--- config.mk ---
export PLATFORM = sky130hd
export DESIGN_NAME = amg_area_memory_access_guard
export DESIGN_NICKNAME = d
export VERILOG_FILES = /design/src/design/amg_pkg.sv /design/src/design/amg_area_match.sv /design/src/design/amg_area_memory_access_guard.sv
export SDC_FILE = /design/constraint.sdc
export NUM_CORES = 1
export LEC_CHECK = 0
export ABC_CLOCK_PERIOD_IN_PS = 7800
export CAP_MARGIN = 10
export CORE_MARGIN = 2
export CORE_UTILIZATION = 65
export DETAILED_ROUTE_END_ITERATION = 8
export DONT_BUFFER_PORTS = 1
export PLACE_DENSITY = 0.81
export SLEW_MARGIN = 0
export SYNTH_ARGS = -nofsm -noshare
export SYNTH_HDL_FRONTEND = slang
export SYNTH_SLANG_ARGS = --single-unit
--- constraint.sdc ---
create_clock -name clk -period 7.8 [get_ports clk]
set_clock_uncertainty 0.2 [all_clocks]
set_input_delay 0 -clock clk [delete_from_list [all_inputs] [get_ports clk]]
set_output_delay 0 -clock clk [all_outputs]
set_load 0.02 [all_outputs]
--- src/design/amg_pkg.sv ---
// constants, types and reset defaults for the area memory access guard
// assumes a 16-bit address space shared by rom, ram and flash
package amg_pkg;
	localparam int          AREAS        = 4;
	localparam int          IDXW         = 2;
	localparam int          AW           = 16;
	localparam int          DW           = 16;

	typedef enum logic [1:0] {
		AMG_OP_READ   = 2'h0,
		AMG_OP_WRITE  = 2'h1,
		AMG_OP_DELETE = 2'h2,
		AMG_OP_EXEC   = 2'h3
	} amg_op_t;

	// configuration word select
	localparam logic [1:0]  SEL_BASE     = 2'h0;
	localparam logic [1:0]  SEL_LIMIT    = 2'h1;
	localparam logic [1:0]  SEL_ATTR     = 2'h2;
	localparam logic [1:0]  SEL_LOCK     = 2'h3;

	// attribute word field positions
	localparam int          ATTR_PRIV_LSB = 0;
	localparam int          ATTR_USER_LSB = 4;
	localparam int          ATTR_SRC_LSB  = 8;

	// reset defaults: area 0 spans all memory, privileged only
	localparam logic [15:0] DEF_BASE0    = 16'h0000;
	localparam logic [15:0] DEF_LIMIT0   = 16'hffff;
	localparam logic [15:0] DEF_ATTR0    = 16'h000f;
	localparam logic [15:0] DEF_BASE     = 16'hffff;
	localparam logic [15:0] DEF_LIMIT    = 16'h0000;
	localparam logic [15:0] DEF_ATTR     = 16'h0000;

	// memory map and one-hot memory selects
	localparam logic [15:0] ROM_LAST     = 16'h7fff;
	localparam logic [15:0] RAM_LAST     = 16'hbfff;
	localparam logic [2:0]  MSEL_ROM     = 3'h1;
	localparam logic [2:0]  MSEL_RAM     = 3'h2;
	localparam logic [2:0]  MSEL_FLASH   = 3'h4;
endpackage : amg_pkg

--- src/design/amg_area_match.sv ---
// finds the lowest-numbered area whose base..limit window holds an address
// assumes area tables come from flip-flops in the parent
`timescale 1ns/1ps
module amg_area_match (
	input  wire logic [15:0]            addr,
	input  wire logic [15:0]            base [amg_pkg::AREAS],
	input  wire logic [15:0]            limit [amg_pkg::AREAS],
	output logic                        hit,
	output logic [amg_pkg::IDXW-1:0]    idx
);
	logic [amg_pkg::AREAS-1:0] match;

	genvar g;
	generate
		for (g = 0; g < amg_pkg::AREAS; g++) begin : g_area
			// an area with base above limit is empty
			assign match[g] = (addr >= base[g]) && (addr <= limit[g]);
		end
	endgenerate

	// lowest index wins so overlapping areas resolve deterministically
	always_comb begin
		idx = '0;
		for (int i = amg_pkg::AREAS - 1; i >= 0; i--) begin
			if (match[i]) begin
				idx = amg_pkg::IDXW'(i);
			end
		end
	end

	assign hit = |match;
endmodule : amg_area_match

--- src/design/amg_area_memory_access_guard.sv ---
// area based memory access guard between core and rom/ram/flash
// assumes core requests are synchronous, one per cycle, with mode and pc
//
// Contract
// - every read, write, delete, execute access from either mode is checked
// - only privileged writes change or lock the area settings
// - rom, ram and flash, data and code, are all guarded
// - decision uses target area, operation and mode, plus code area for user accesses only
// - denied access never reaches memory, nothing stored or returned
// - hardware decides per access, no software in the loop
// - no extra rule forces allow or deny beyond area settings
// - attributes take fixed defaults at reset
// - defaults or software-loaded values govern all checks
`timescale 1ns/1ps
module amg_area_memory_access_guard (
	input  wire logic        clk,
	input  wire logic        reset,
	input  wire logic        req_valid,
	input  wire logic [15:0] req_addr,
	input  wire logic [1:0]  req_op,
	input  wire logic        req_priv,
	input  wire logic [15:0] req_pc,
	input  wire logic        cfg_we,
	input  wire logic        cfg_priv,
	input  wire logic [1:0]  cfg_area,
	input  wire logic [1:0]  cfg_sel,
	input  wire logic [15:0] cfg_wdata,
	output logic             mem_req_ff,
	output logic [15:0]      mem_addr_ff,
	output logic [1:0]       mem_op_ff,
	output logic [2:0]       mem_sel_ff,
	output logic             viol_ff,
	output logic [15:0]      viol_addr_ff,
	output logic [1:0]       viol_op_ff,
	output logic             viol_priv_ff,
	output logic [15:0]      cfg_rdata_ff,
	output logic             cfg_reject_ff,
	output logic             cfg_locked_ff
);
	logic [15:0]               base_ff [amg_pkg::AREAS];
	logic [15:0]               limit_ff [amg_pkg::AREAS];
	logic [15:0]               attr_ff [amg_pkg::AREAS];
	logic                      tgt_hit;
	logic [amg_pkg::IDXW-1:0]  tgt_idx;
	logic                      src_hit;
	logic [amg_pkg::IDXW-1:0]  src_idx;
	logic [15:0]               tgt_attr;
	logic                      perm_bit;
	logic                      src_ok;
	logic                      allowed;
	logic                      cfg_take;
	logic [2:0]                nxt_sel;

	// a lock is the final acceptance: after it not even privileged code may edit
	assign cfg_take = cfg_we && cfg_priv && !cfg_locked_ff;

	// area table, defaults are fixed constants until software reloads them
	always_ff @(posedge clk or posedge reset) begin
		if (reset) begin
			for (int i = 0; i < amg_pkg::AREAS; i++) begin
				base_ff[i]  <= (i == 0) ? amg_pkg::DEF_BASE0 : amg_pkg::DEF_BASE;
				limit_ff[i] <= (i == 0) ? amg_pkg::DEF_LIMIT0 : amg_pkg::DEF_LIMIT;
				attr_ff[i]  <= (i == 0) ? amg_pkg::DEF_ATTR0 : amg_pkg::DEF_ATTR;
			end
		end else if (cfg_take) begin
			unique case (cfg_sel)
				amg_pkg::SEL_BASE:  base_ff[cfg_area]  <= cfg_wdata;
				amg_pkg::SEL_LIMIT: limit_ff[cfg_area] <= cfg_wdata;
				amg_pkg::SEL_ATTR:  attr_ff[cfg_area]  <= cfg_wdata;
				amg_pkg::SEL_LOCK:  ;
			endcase
		end
	end

	always_ff @(posedge clk or posedge reset) begin
		if (reset) begin
			cfg_locked_ff <= 1'b0;
		end else if (cfg_take && cfg_sel == amg_pkg::SEL_LOCK && cfg_wdata[0]) begin
			cfg_locked_ff <= 1'b1;
		end
	end

	// user writes and writes after lock are dropped and flagged for one cycle
	always_ff @(posedge clk or posedge reset) begin
		if (reset) begin
			cfg_reject_ff <= 1'b0;
		end else begin
			cfg_reject_ff <= cfg_we && !cfg_take;
		end
	end

	// readback of the selected word so software can confirm its settings
	always_ff @(posedge clk or posedge reset) begin
		if (reset) begin
			cfg_rdata_ff <= 16'h0000;
		end else begin
			unique case (cfg_sel)
				amg_pkg::SEL_BASE:  cfg_rdata_ff <= base_ff[cfg_area];
				amg_pkg::SEL_LIMIT: cfg_rdata_ff <= limit_ff[cfg_area];
				amg_pkg::SEL_ATTR:  cfg_rdata_ff <= attr_ff[cfg_area];
				amg_pkg::SEL_LOCK:  cfg_rdata_ff <= {15'h0000, cfg_locked_ff};
			endcase
		end
	end

	amg_area_match u_tgt (
		.addr  (req_addr),
		.base  (base_ff),
		.limit (limit_ff),
		.hit   (tgt_hit),
		.idx   (tgt_idx)
	);

	amg_area_match u_src (
		.addr  (req_pc),
		.base  (base_ff),
		.limit (limit_ff),
		.hit   (src_hit),
		.idx   (src_idx)
	);

	// decision is pure table lookup; no override input exists
	always_comb begin
		tgt_attr = attr_ff[tgt_idx];
		if (req_priv) begin
			perm_bit = tgt_attr[amg_pkg::ATTR_PRIV_LSB + int'(req_op)];
		end else begin
			perm_bit = tgt_attr[amg_pkg::ATTR_USER_LSB + int'(req_op)];
		end
		// user code may touch an area only from a code area listed in its mask
		src_ok  = req_priv || (src_hit && tgt_attr[amg_pkg::ATTR_SRC_LSB + int'(src_idx)]);
		allowed = tgt_hit && perm_bit && src_ok;
	end

	always_comb begin
		if (req_addr <= amg_pkg::ROM_LAST) begin
			nxt_sel = amg_pkg::MSEL_ROM;
		end else if (req_addr <= amg_pkg::RAM_LAST) begin
			nxt_sel = amg_pkg::MSEL_RAM;
		end else begin
			nxt_sel = amg_pkg::MSEL_FLASH;
		end
	end

	// memory strobe only for a permitted access; address zeroed otherwise
	// so a refused request leaves no trace on the memory side
	always_ff @(posedge clk or posedge reset) begin
		if (reset) begin
			mem_req_ff  <= 1'b0;
			mem_addr_ff <= 16'h0000;
			mem_op_ff   <= 2'h0;
			mem_sel_ff  <= 3'h0;
		end else begin
			mem_req_ff  <= req_valid && allowed;
			mem_addr_ff <= (req_valid && allowed) ? req_addr : 16'h0000;
			mem_op_ff   <= (req_valid && allowed) ? req_op : 2'h0;
			mem_sel_ff  <= (req_valid && allowed) ? nxt_sel : 3'h0;
		end
	end

	// violation report, one-cycle pulse with details held until the next one
	always_ff @(posedge clk or posedge reset) begin
		if (reset) begin
			viol_ff      <= 1'b0;
			viol_addr_ff <= 16'h0000;
			viol_op_ff   <= 2'h0;
			viol_priv_ff <= 1'b0;
		end else begin
			viol_ff <= req_valid && !allowed;
			if (req_valid && !allowed) begin
				viol_addr_ff <= req_addr;
				viol_op_ff   <= req_op;
				viol_priv_ff <= req_priv;
			end
		end
	end
endmodule : amg_area_memory_access_guard

== Word level (Yosys, flattened, before mapping) ==
Index checks and enable logic that the tools add are counted.
Operators by class
  $add $sub $neg: 2
  order comparisons: 24
  equality and inequality tests: 3
  mux-type cells: 40
  bitwise gates (word level): 2
  reduce and logical (&&, ||, !) cells: 29
Operator list (number)
  64-bit bitwise mux: 3
  16-bit two-way mux: 10
  16-bit binary-select mux with 2-bit select: 4
  16-bit greater-or-equal comparator: 8
  16-bit less-or-equal comparator: 8
  16-bit one-hot mux with 4 select lines: 1
  16-bit demux with 2-bit select: 1
  1-bit logical AND: 19
  2-bit two-way mux: 9
  16-bit by 15-bit less-or-equal comparator with 1-bit output (second input constant): 1
  16-bit less-or-equal comparator (second input constant): 1
  3-bit two-way mux: 3
  1-bit binary-select mux with 4-bit select: 2
  4-bit OR reduction: 2
  3-bit greater-or-equal comparator (second input constant): 2
  1-bit two-way mux: 6
  2-bit NOT with 3-bit output: 2
  2-bit AND reduction: 3
  4-bit by 2-bit adder with 5-bit output (first input constant): 1
  2-bit by 5-bit less-than comparator with 1-bit output (second input constant): 1
  4-bit by 5-bit less-than comparator with 1-bit output (second input constant): 1
  5-bit less-than comparator (second input constant): 1
  3-bit by 2-bit adder with 4-bit output (first input constant): 1
  2-bit == test (second input constant): 2
  6 further kinds: 8
Storage, ports and cells
  register bits after elaboration: 252
  bits of input ports: 60
  output and inout port bits: 60
  logic and storage cells: 123

== Longest topological paths before layout ==
  depth after elaboration: 18
  depth in mapped cells: 15
  depth with buffers taken out: 13

== Modules after synthesis ==
Synthesis repeated with hierarchy kept, for this count alone.
Unflattened totals
  cell total of the unflattened synthesis: 1674
  area total of the unflattened synthesis: 18046.1 sq um
By module, submodules not included
  amg_area_memory_access_guard: instances 1, cells each 810, area each 11737.5 sq um, sequential area each 6391.1 sq um
  amg_area_match: instances 2, cells each 432, area each 3154.3 sq um, sequential area each 0.0 sq um

== Least setup slack after synthesis ==
Ideal clock, no wire load.
  path kind: register -> register
  from: register base_ff[42] (netlist name)
  to: register viol_addr_ff[10]
  setup time: 0.125 ns
  arrival: 3.394 ns
  required time: 7.475 ns
  slack: 4.080 ns
  stages on the path, launching flop included: 16
  path buffers: 2
  period minus slack after synthesis: 3.720 ns
  cells stage by stage: dfstp_2 inv_1 ha_1 nand4_1 or3_1 o211ai_1 o32ai_1 or2_1 buf_6 a31oi_4 o221ai_1 o221ai_2 o22ai_2 o311ai_4 buf_6 mux2_4
Between the ends
  word-level cells in the longest chain between the ends: 16
  elaborated cells on any way between the ends: 30
  classes of those cells: add/sub (1); order compare (2); mux (16); bitwise (1); reduce/logical (10)
Ends and longest elaborated chain
  from (decl): line amg_area_memory_access_guard.sv:40  | logic [15:0] base_ff [amg_pkg::AREAS];
  from (signal, indexed assignment): line amg_area_memory_access_guard.sv:61  | base_ff[i] <= (i == 0) ? amg_pkg::DEF_BASE0 : amg_pkg::DEF_BASE;
  from (signal, indexed assignment): line amg_area_memory_access_guard.sv:67  | amg_pkg::SEL_BASE: base_ff[cfg_area] <= cfg_wdata;
  16-bit greater-or-equal comparator: line amg_area_match.sv:17  | assign match[g] = (addr >= base[g]) && (addr <= limit[g]);
  1-bit logical AND: line amg_area_match.sv:17
  2-bit two-way mux (2 in series): line amg_area_match.sv:25  | if (match[i]) begin
  2-bit NOT with 3-bit output (not written as such): line amg_area_memory_access_guard.sv:124  | tgt_attr = attr_ff[tgt_idx];
  16-bit binary-select mux with 2-bit select: line amg_area_memory_access_guard.sv:124
  16-bit two-way mux (not written as such) (2 in series): line amg_area_memory_access_guard.sv:124
  1-bit binary-select mux with 4-bit select, on equally long branches: line amg_area_memory_access_guard.sv:128, amg_area_memory_access_guard.sv:131
  1-bit two-way mux, on equally long branches (2 in series): line amg_area_memory_access_guard.sv:128, amg_area_memory_access_guard.sv:131
  1-bit two-way mux or 1-bit logical AND (tied branches): line amg_area_memory_access_guard.sv:125, amg_area_memory_access_guard.sv:131
  1-bit logical AND or 1-bit logical OR (tied branches): line amg_area_memory_access_guard.sv:132, amg_area_memory_access_guard.sv:131
  1-bit logical AND (*): line amg_area_memory_access_guard.sv:132  | allowed = tgt_hit && perm_bit && src_ok;
  1-bit zero test (*): line amg_area_memory_access_guard.sv:170  | if (req_valid && !allowed) begin
  1-bit logical AND (*): line amg_area_memory_access_guard.sv:170
  to (signal assigned): line amg_area_memory_access_guard.sv:171  | viol_addr_ff <= req_addr;
  to (decl): line amg_area_memory_access_guard.sv:33  | output logic [15:0] viol_addr_ff,
Every way passes the cells marked *; elsewhere a longest branch is shown, timed or not. The select of a mux whose other input is x is not followed.
A chain may end at the register's enable or synchronous reset.

== Worst setup path after layout ==
  from: register limit_ff[63] (netlist name)
  to: register viol_addr_ff[13]
Between the ends
  word-level cells in the longest chain between the ends: 15
  elaborated cells on any way between the ends: 28
  classes of those cells: add/sub (1); order compare (2); mux (14); bitwise (1); reduce/logical (10)
Ends and longest elaborated chain
  from (decl): line amg_area_memory_access_guard.sv:41  | logic [15:0] limit_ff [amg_pkg::AREAS];
  from (signal, indexed assignment): line amg_area_memory_access_guard.sv:62  | limit_ff[i] <= (i == 0) ? amg_pkg::DEF_LIMIT0 : amg_pkg::DEF_LIMIT;
  from (signal, indexed assignment): line amg_area_memory_access_guard.sv:68  | amg_pkg::SEL_LIMIT: limit_ff[cfg_area] <= cfg_wdata;
  16-bit less-or-equal comparator: line amg_area_match.sv:17
  1-bit logical AND: line amg_area_match.sv:17
  2-bit two-way mux: line amg_area_match.sv:25
  2-bit NOT with 3-bit output (not written as such): line amg_area_memory_access_guard.sv:124
  16-bit binary-select mux with 2-bit select: line amg_area_memory_access_guard.sv:124
  16-bit two-way mux (not written as such) (2 in series): line amg_area_memory_access_guard.sv:124
  1-bit binary-select mux with 4-bit select, on equally long branches: line amg_area_memory_access_guard.sv:128, amg_area_memory_access_guard.sv:131
  1-bit two-way mux, on equally long branches (2 in series): line amg_area_memory_access_guard.sv:128, amg_area_memory_access_guard.sv:131
  1-bit two-way mux or 1-bit logical AND (tied branches): line amg_area_memory_access_guard.sv:125, amg_area_memory_access_guard.sv:131
  1-bit logical AND or 1-bit logical OR (tied branches): line amg_area_memory_access_guard.sv:132, amg_area_memory_access_guard.sv:131
  1-bit logical AND (*): line amg_area_memory_access_guard.sv:132
  1-bit zero test (*): line amg_area_memory_access_guard.sv:170
  1-bit logical AND (*): line amg_area_memory_access_guard.sv:170
Marked as above.

==> reports/summary.md <==
The arrival time reported for the critical path endpoint was 5720 ps; the yosys synthesis warning count was 0. The tools report the number of buffers added by the clock tree synthesis step as 29. Dividing the synthesized area by the synthesized cell count gives 10.94 µm². The count of distinct cell types in the synthesized netlist was 70.

Post-CTS repair changed the size of 0 cells. For the via count of the first global-routing pass, the log shows 13,910. For the finished layout, the period the worst path requires is 5488 ps. The total power is 3.160 mW, and the power per standard cell area is 163.4 nW/µm². The initialized floorplan defines 59 standard-cell rows. The launching element type of the critical path was a flip-flop. After legalization and detailed placement, the total HPWL measured 36,850 µm. Among all flip-flop cells after synthesis, the most frequent one is dfrtp_1.

For this block, the initial DRC count from the detailed router was 1,702. The number of input and output port buffers inserted is 0. The tightest hold margin was -74.63 ps; the count of endpoints failing setup in the final report was 0. The sequential area share after synthesis is 0.3720, and the detailed-route vias per instance is 6.898. Setup repair after global routing left no endpoint under its margin. For the overall via count from detail_route, the log shows 13,761.

The number of setup buffers added after CTS is 0. The net count of the finished layout was 1,942; the final antenna-violating net count was 0. The clock reaches the later pin of the worst-skew pair after 570 ps.

Counting the fill cells in the layout gives 1,729. TritonCTS built the clock tree. The die covers 27,750 µm². The biggest area contributor in the post-synthesis netlist is dfrtp_1. The required time reported for the critical path endpoint came out at 8030 ps. Pin count of the biggest net entering global routing: 82. The cell area after synthesis was 17,180 µm².

The relative slew slack was 0.2650; the proportion of netlist area held by the largest area contributor was 0.2680. Counting flops with a built-in enable in the synthesized netlist gives 0. The number of synthesized register bits is 252. The sink count of the clock tree is 252, and the DRC violation count after routing is 0. The run gives 0 as the max-capacitance violation count.

The logs give 120 for the top-level port count and 0 for the leftover overflow at the end of global routing. Yosys attributes the largest share of cell area to dfrtp_1 (27%), ha_1 (19%), dfstp_2 (10%), mux2_2 (8.7%), mux4_2 (6.4%). Counting every net in the synthesized netlist gives 1,887. The number of levels in the clock H-tree came out at 1.

The kind of critical path was reg -> reg. The horizontal die dimension was 166.6 µm; the layout-stage area growth over the synthesis result was 12.56%. For the final hold violation count, the log shows 3. The checks that failed: negative hold slack. The die is 166.6 µm tall. The fraction of registers with async set or reset after synthesis works out to 1.000. The tools report the clock tree buffer depth as 3. Final clock period utilization by the worst path: 0.7036. The flow ran to the end, but the final reports show violations. Along the worst path, the maximum fanout reaches 17.

The tools report the total global routing track utilization as 0.3892. Worst min-delay path category: in -> reg. At the end of routability-driven placement, the weighted congestion stood at 1.011. The first TritonRoute pass finished after 6 iterations.

The aggregate routed wire length was 54,550 µm; the routed length per placed instance was 27.34 µm. CTS placed an instance of clkbuf_16 at the clock tree root. Setup total negative slack on the finished layout was measured at 0 ps. The initial cell density of the core is 0.6612. The analysis attributes to cell leakage a power of 9.063 nW. Clock-pin slew was measured on the worst setup and hold paths at 60 ps. For the pin with the worst max-slew slack, the measured transition is 1099 ps. The total area inside the core boundary comes to 25,980 µm².

The worst setup path is captured at a flip-flop. For the number of pins with negative max-slew slack in the final report, the log shows 0. The initial antenna violation count came out at 12. VDD sags by at most 0.2045 mV.

For this run, the top clock speed supported by timing is 182.2 MHz. The wire length of the first global-routing pass was 82,800 µm; the fraction of layout cells with a size suffix above 1 was 0.2233. The run gives 1,571 as the cell count after synthesis.
per-stage QoR:
stage | area [µm²] | setup slack [ps] | util | cells | hold WS [ps]
2_1_floorplan | 17180 | 784.2 | - | 1571 | -135.7
3_3_place_gp | 17410 | 3151 | 0.6699 | 1850 | -147.4
3_5_place_dp | 17410 | 3060 | 0.6699 | 1850 | -126.3
4_1_cts | 19210 | 2544 | 0.7393 | 1977 | 0.2091
5_1_grt | 19330 | 2124 | 0.7441 | 1993 | 1.104
6_report | 19340 | 2312 | 0.7443 | 1995 | -74.63
cell usage in the layout, fill, tap and decap left out, types with 9 or more instances in the layout:
cell / n
a211oi_1: 13
a21o_1: 17
a21oi_1: 80
buf_4: 9
clkbuf_16: 29
dfrtp_1: 184
dfstp_2: 68
diode_2: 12
dlygate4sd3_1: 73
ha_1: 256
inv_1: 156
mux2_2: 132
mux2_4: 18
mux2i_1: 19
mux4_2: 49
nand2_1: 100
nand2b_1: 12
nand3_1: 23
nand4_1: 40
nor2_1: 42
nor2b_1: 11
nor3_1: 18
nor3b_2: 13
nor4_1: 11
o211ai_1: 12
o21a_1: 11
o21ai_0: 109
o22ai_1: 15
path summary, 6_finish.rpt:
check | from | end | slack (ps) | depth (start not counted)
max | limit_ff[63] | viol_addr_ff[13] | 2310 | 15
min | cfg_area[0] | base_ff[35] | -70 | 5
max reg2reg | limit_ff[63] | viol_addr_ff[13] | 2310 | 15
min reg2reg | attr_ff[31] | attr_ff[31] | 300 | 1
max in group asynchronous | reset | limit_ff[0] | 5710 | 4
min in group asynchronous | reset | viol_addr_ff[13] | 370 | 3
cell usage after synthesis, types with 3 or more instances:
cell / instances
a221oi_1: 4
a21boi_0: 3
nor3_2: 6
a21o_1: 17
buf_4: 3
or2_1: 3
nand2_1: 100
a2111oi_0: 5
mux2i_1: 19
a21oi_1: 80
or3_1: 5
nor3b_2: 13
mux4_2: 49
nand3_1: 23
mux2_2: 132
nand2b_1: 12
nand4_1: 40
nor3_1: 19
o211ai_1: 12
o22ai_2: 3
nor2b_1: 11
a211o_1: 4
mux2_4: 18
a211oi_1: 13
nor2_1: 45
inv_1: 157
a31oi_1: 5
ha_1: 256
o21a_1: 11
dfstp_2: 68
o21ai_1: 3
buf_1: 8
o21ai_0: 109
clkbuf_1: 49
o2111ai_1: 3
o31a_1: 3
o22ai_1: 15
nor4_1: 11
o221ai_1: 8
buf_6: 3
dfrtp_1: 184
power by group:
part | internal, mW | switching (mW)
logic | 0.143 | 0.196
clock network | 0.871 | 0.581
registers | 1.33 | 0.0356
state kept, by name, summed over array words and instances (netlist names):
register and flops:
attr_ff 64, base_ff 64, cfg_locked_ff 1, cfg_rdata_ff 16
cfg_reject_ff 1, limit_ff 64, mem_addr_ff 16, mem_op_ff 2
mem_req_ff 1, mem_sel_ff 3, viol_addr_ff 16, viol_ff 1
viol_op_ff 2, viol_priv_ff 1
what timing repair did:
action	CTS	global route
hold buffers	74	3
setup endpoints to repair	0	0
hold endpoints to repair	368	17
kinds of logic (layout without fill, tap and decap cells):
kind of cell | Yosys count | count (layout) | synth area share
AOI/OAI and AO/OA | 321 | 321 | 0.1194
and+or+nand+nor | 302 | 302 | 0.09401
adders and majority gates | 256 | 256 | 0.1864
DFF | 252 | 252 | 0.3720
buffers and inverters | 222 | 299 | 0.05061
muxes | 218 | 218 | 0.1775
other | 0 | 12 | 0
critical path, cell delays in order, from the launching register on:
cell,delay [ps]
dfstp_2,550
inv_1,70
ha_1,310
nand4_1,250
inv_1,80
a221oi_1,470
nor2_1,140
nor3_4,460
nand2b_1,450
o221ai_1,310
o221ai_2,290
o22ai_2,150
o311ai_4,310
buf_4,420
mux2_4,330
dlygate4sd3_1,550
layer usage:
| layer | vias to the layer above | routed length, µm | track usage |
|---|---|---|---|
| met2 | 860 | 24540 | 0.6092 |
| met3 | 266 | 5658 | 0.09625 |
| li1 | 5917 | - | - |
| met4 | 4 | 4075 | 0.2324 |
| met5 | - | 120 | 0 |
| met1 | 6714 | 20160 | 0.4922 |
cell type report:
type / instances / area [µm²] / share of cell area
Clock inverter: 14 / 215.2 / 0.01113
Multi-Input combinational cell: 1097 / 9933 / 0.5136
Sequential cell: 252 / 6391 / 0.3305
Timing Repair Buffer: 89 / 970.9 / 0.05020
Tap cell: 335 / 419.2 / 0.02167
Antenna cell: 12 / 30.03 / 0.001553
Inverter: 157 / 596.8 / 0.03086
Clock buffer: 39 / 783.3 / 0.04050
No activity file was read; power rests on OpenSTA's default activity.
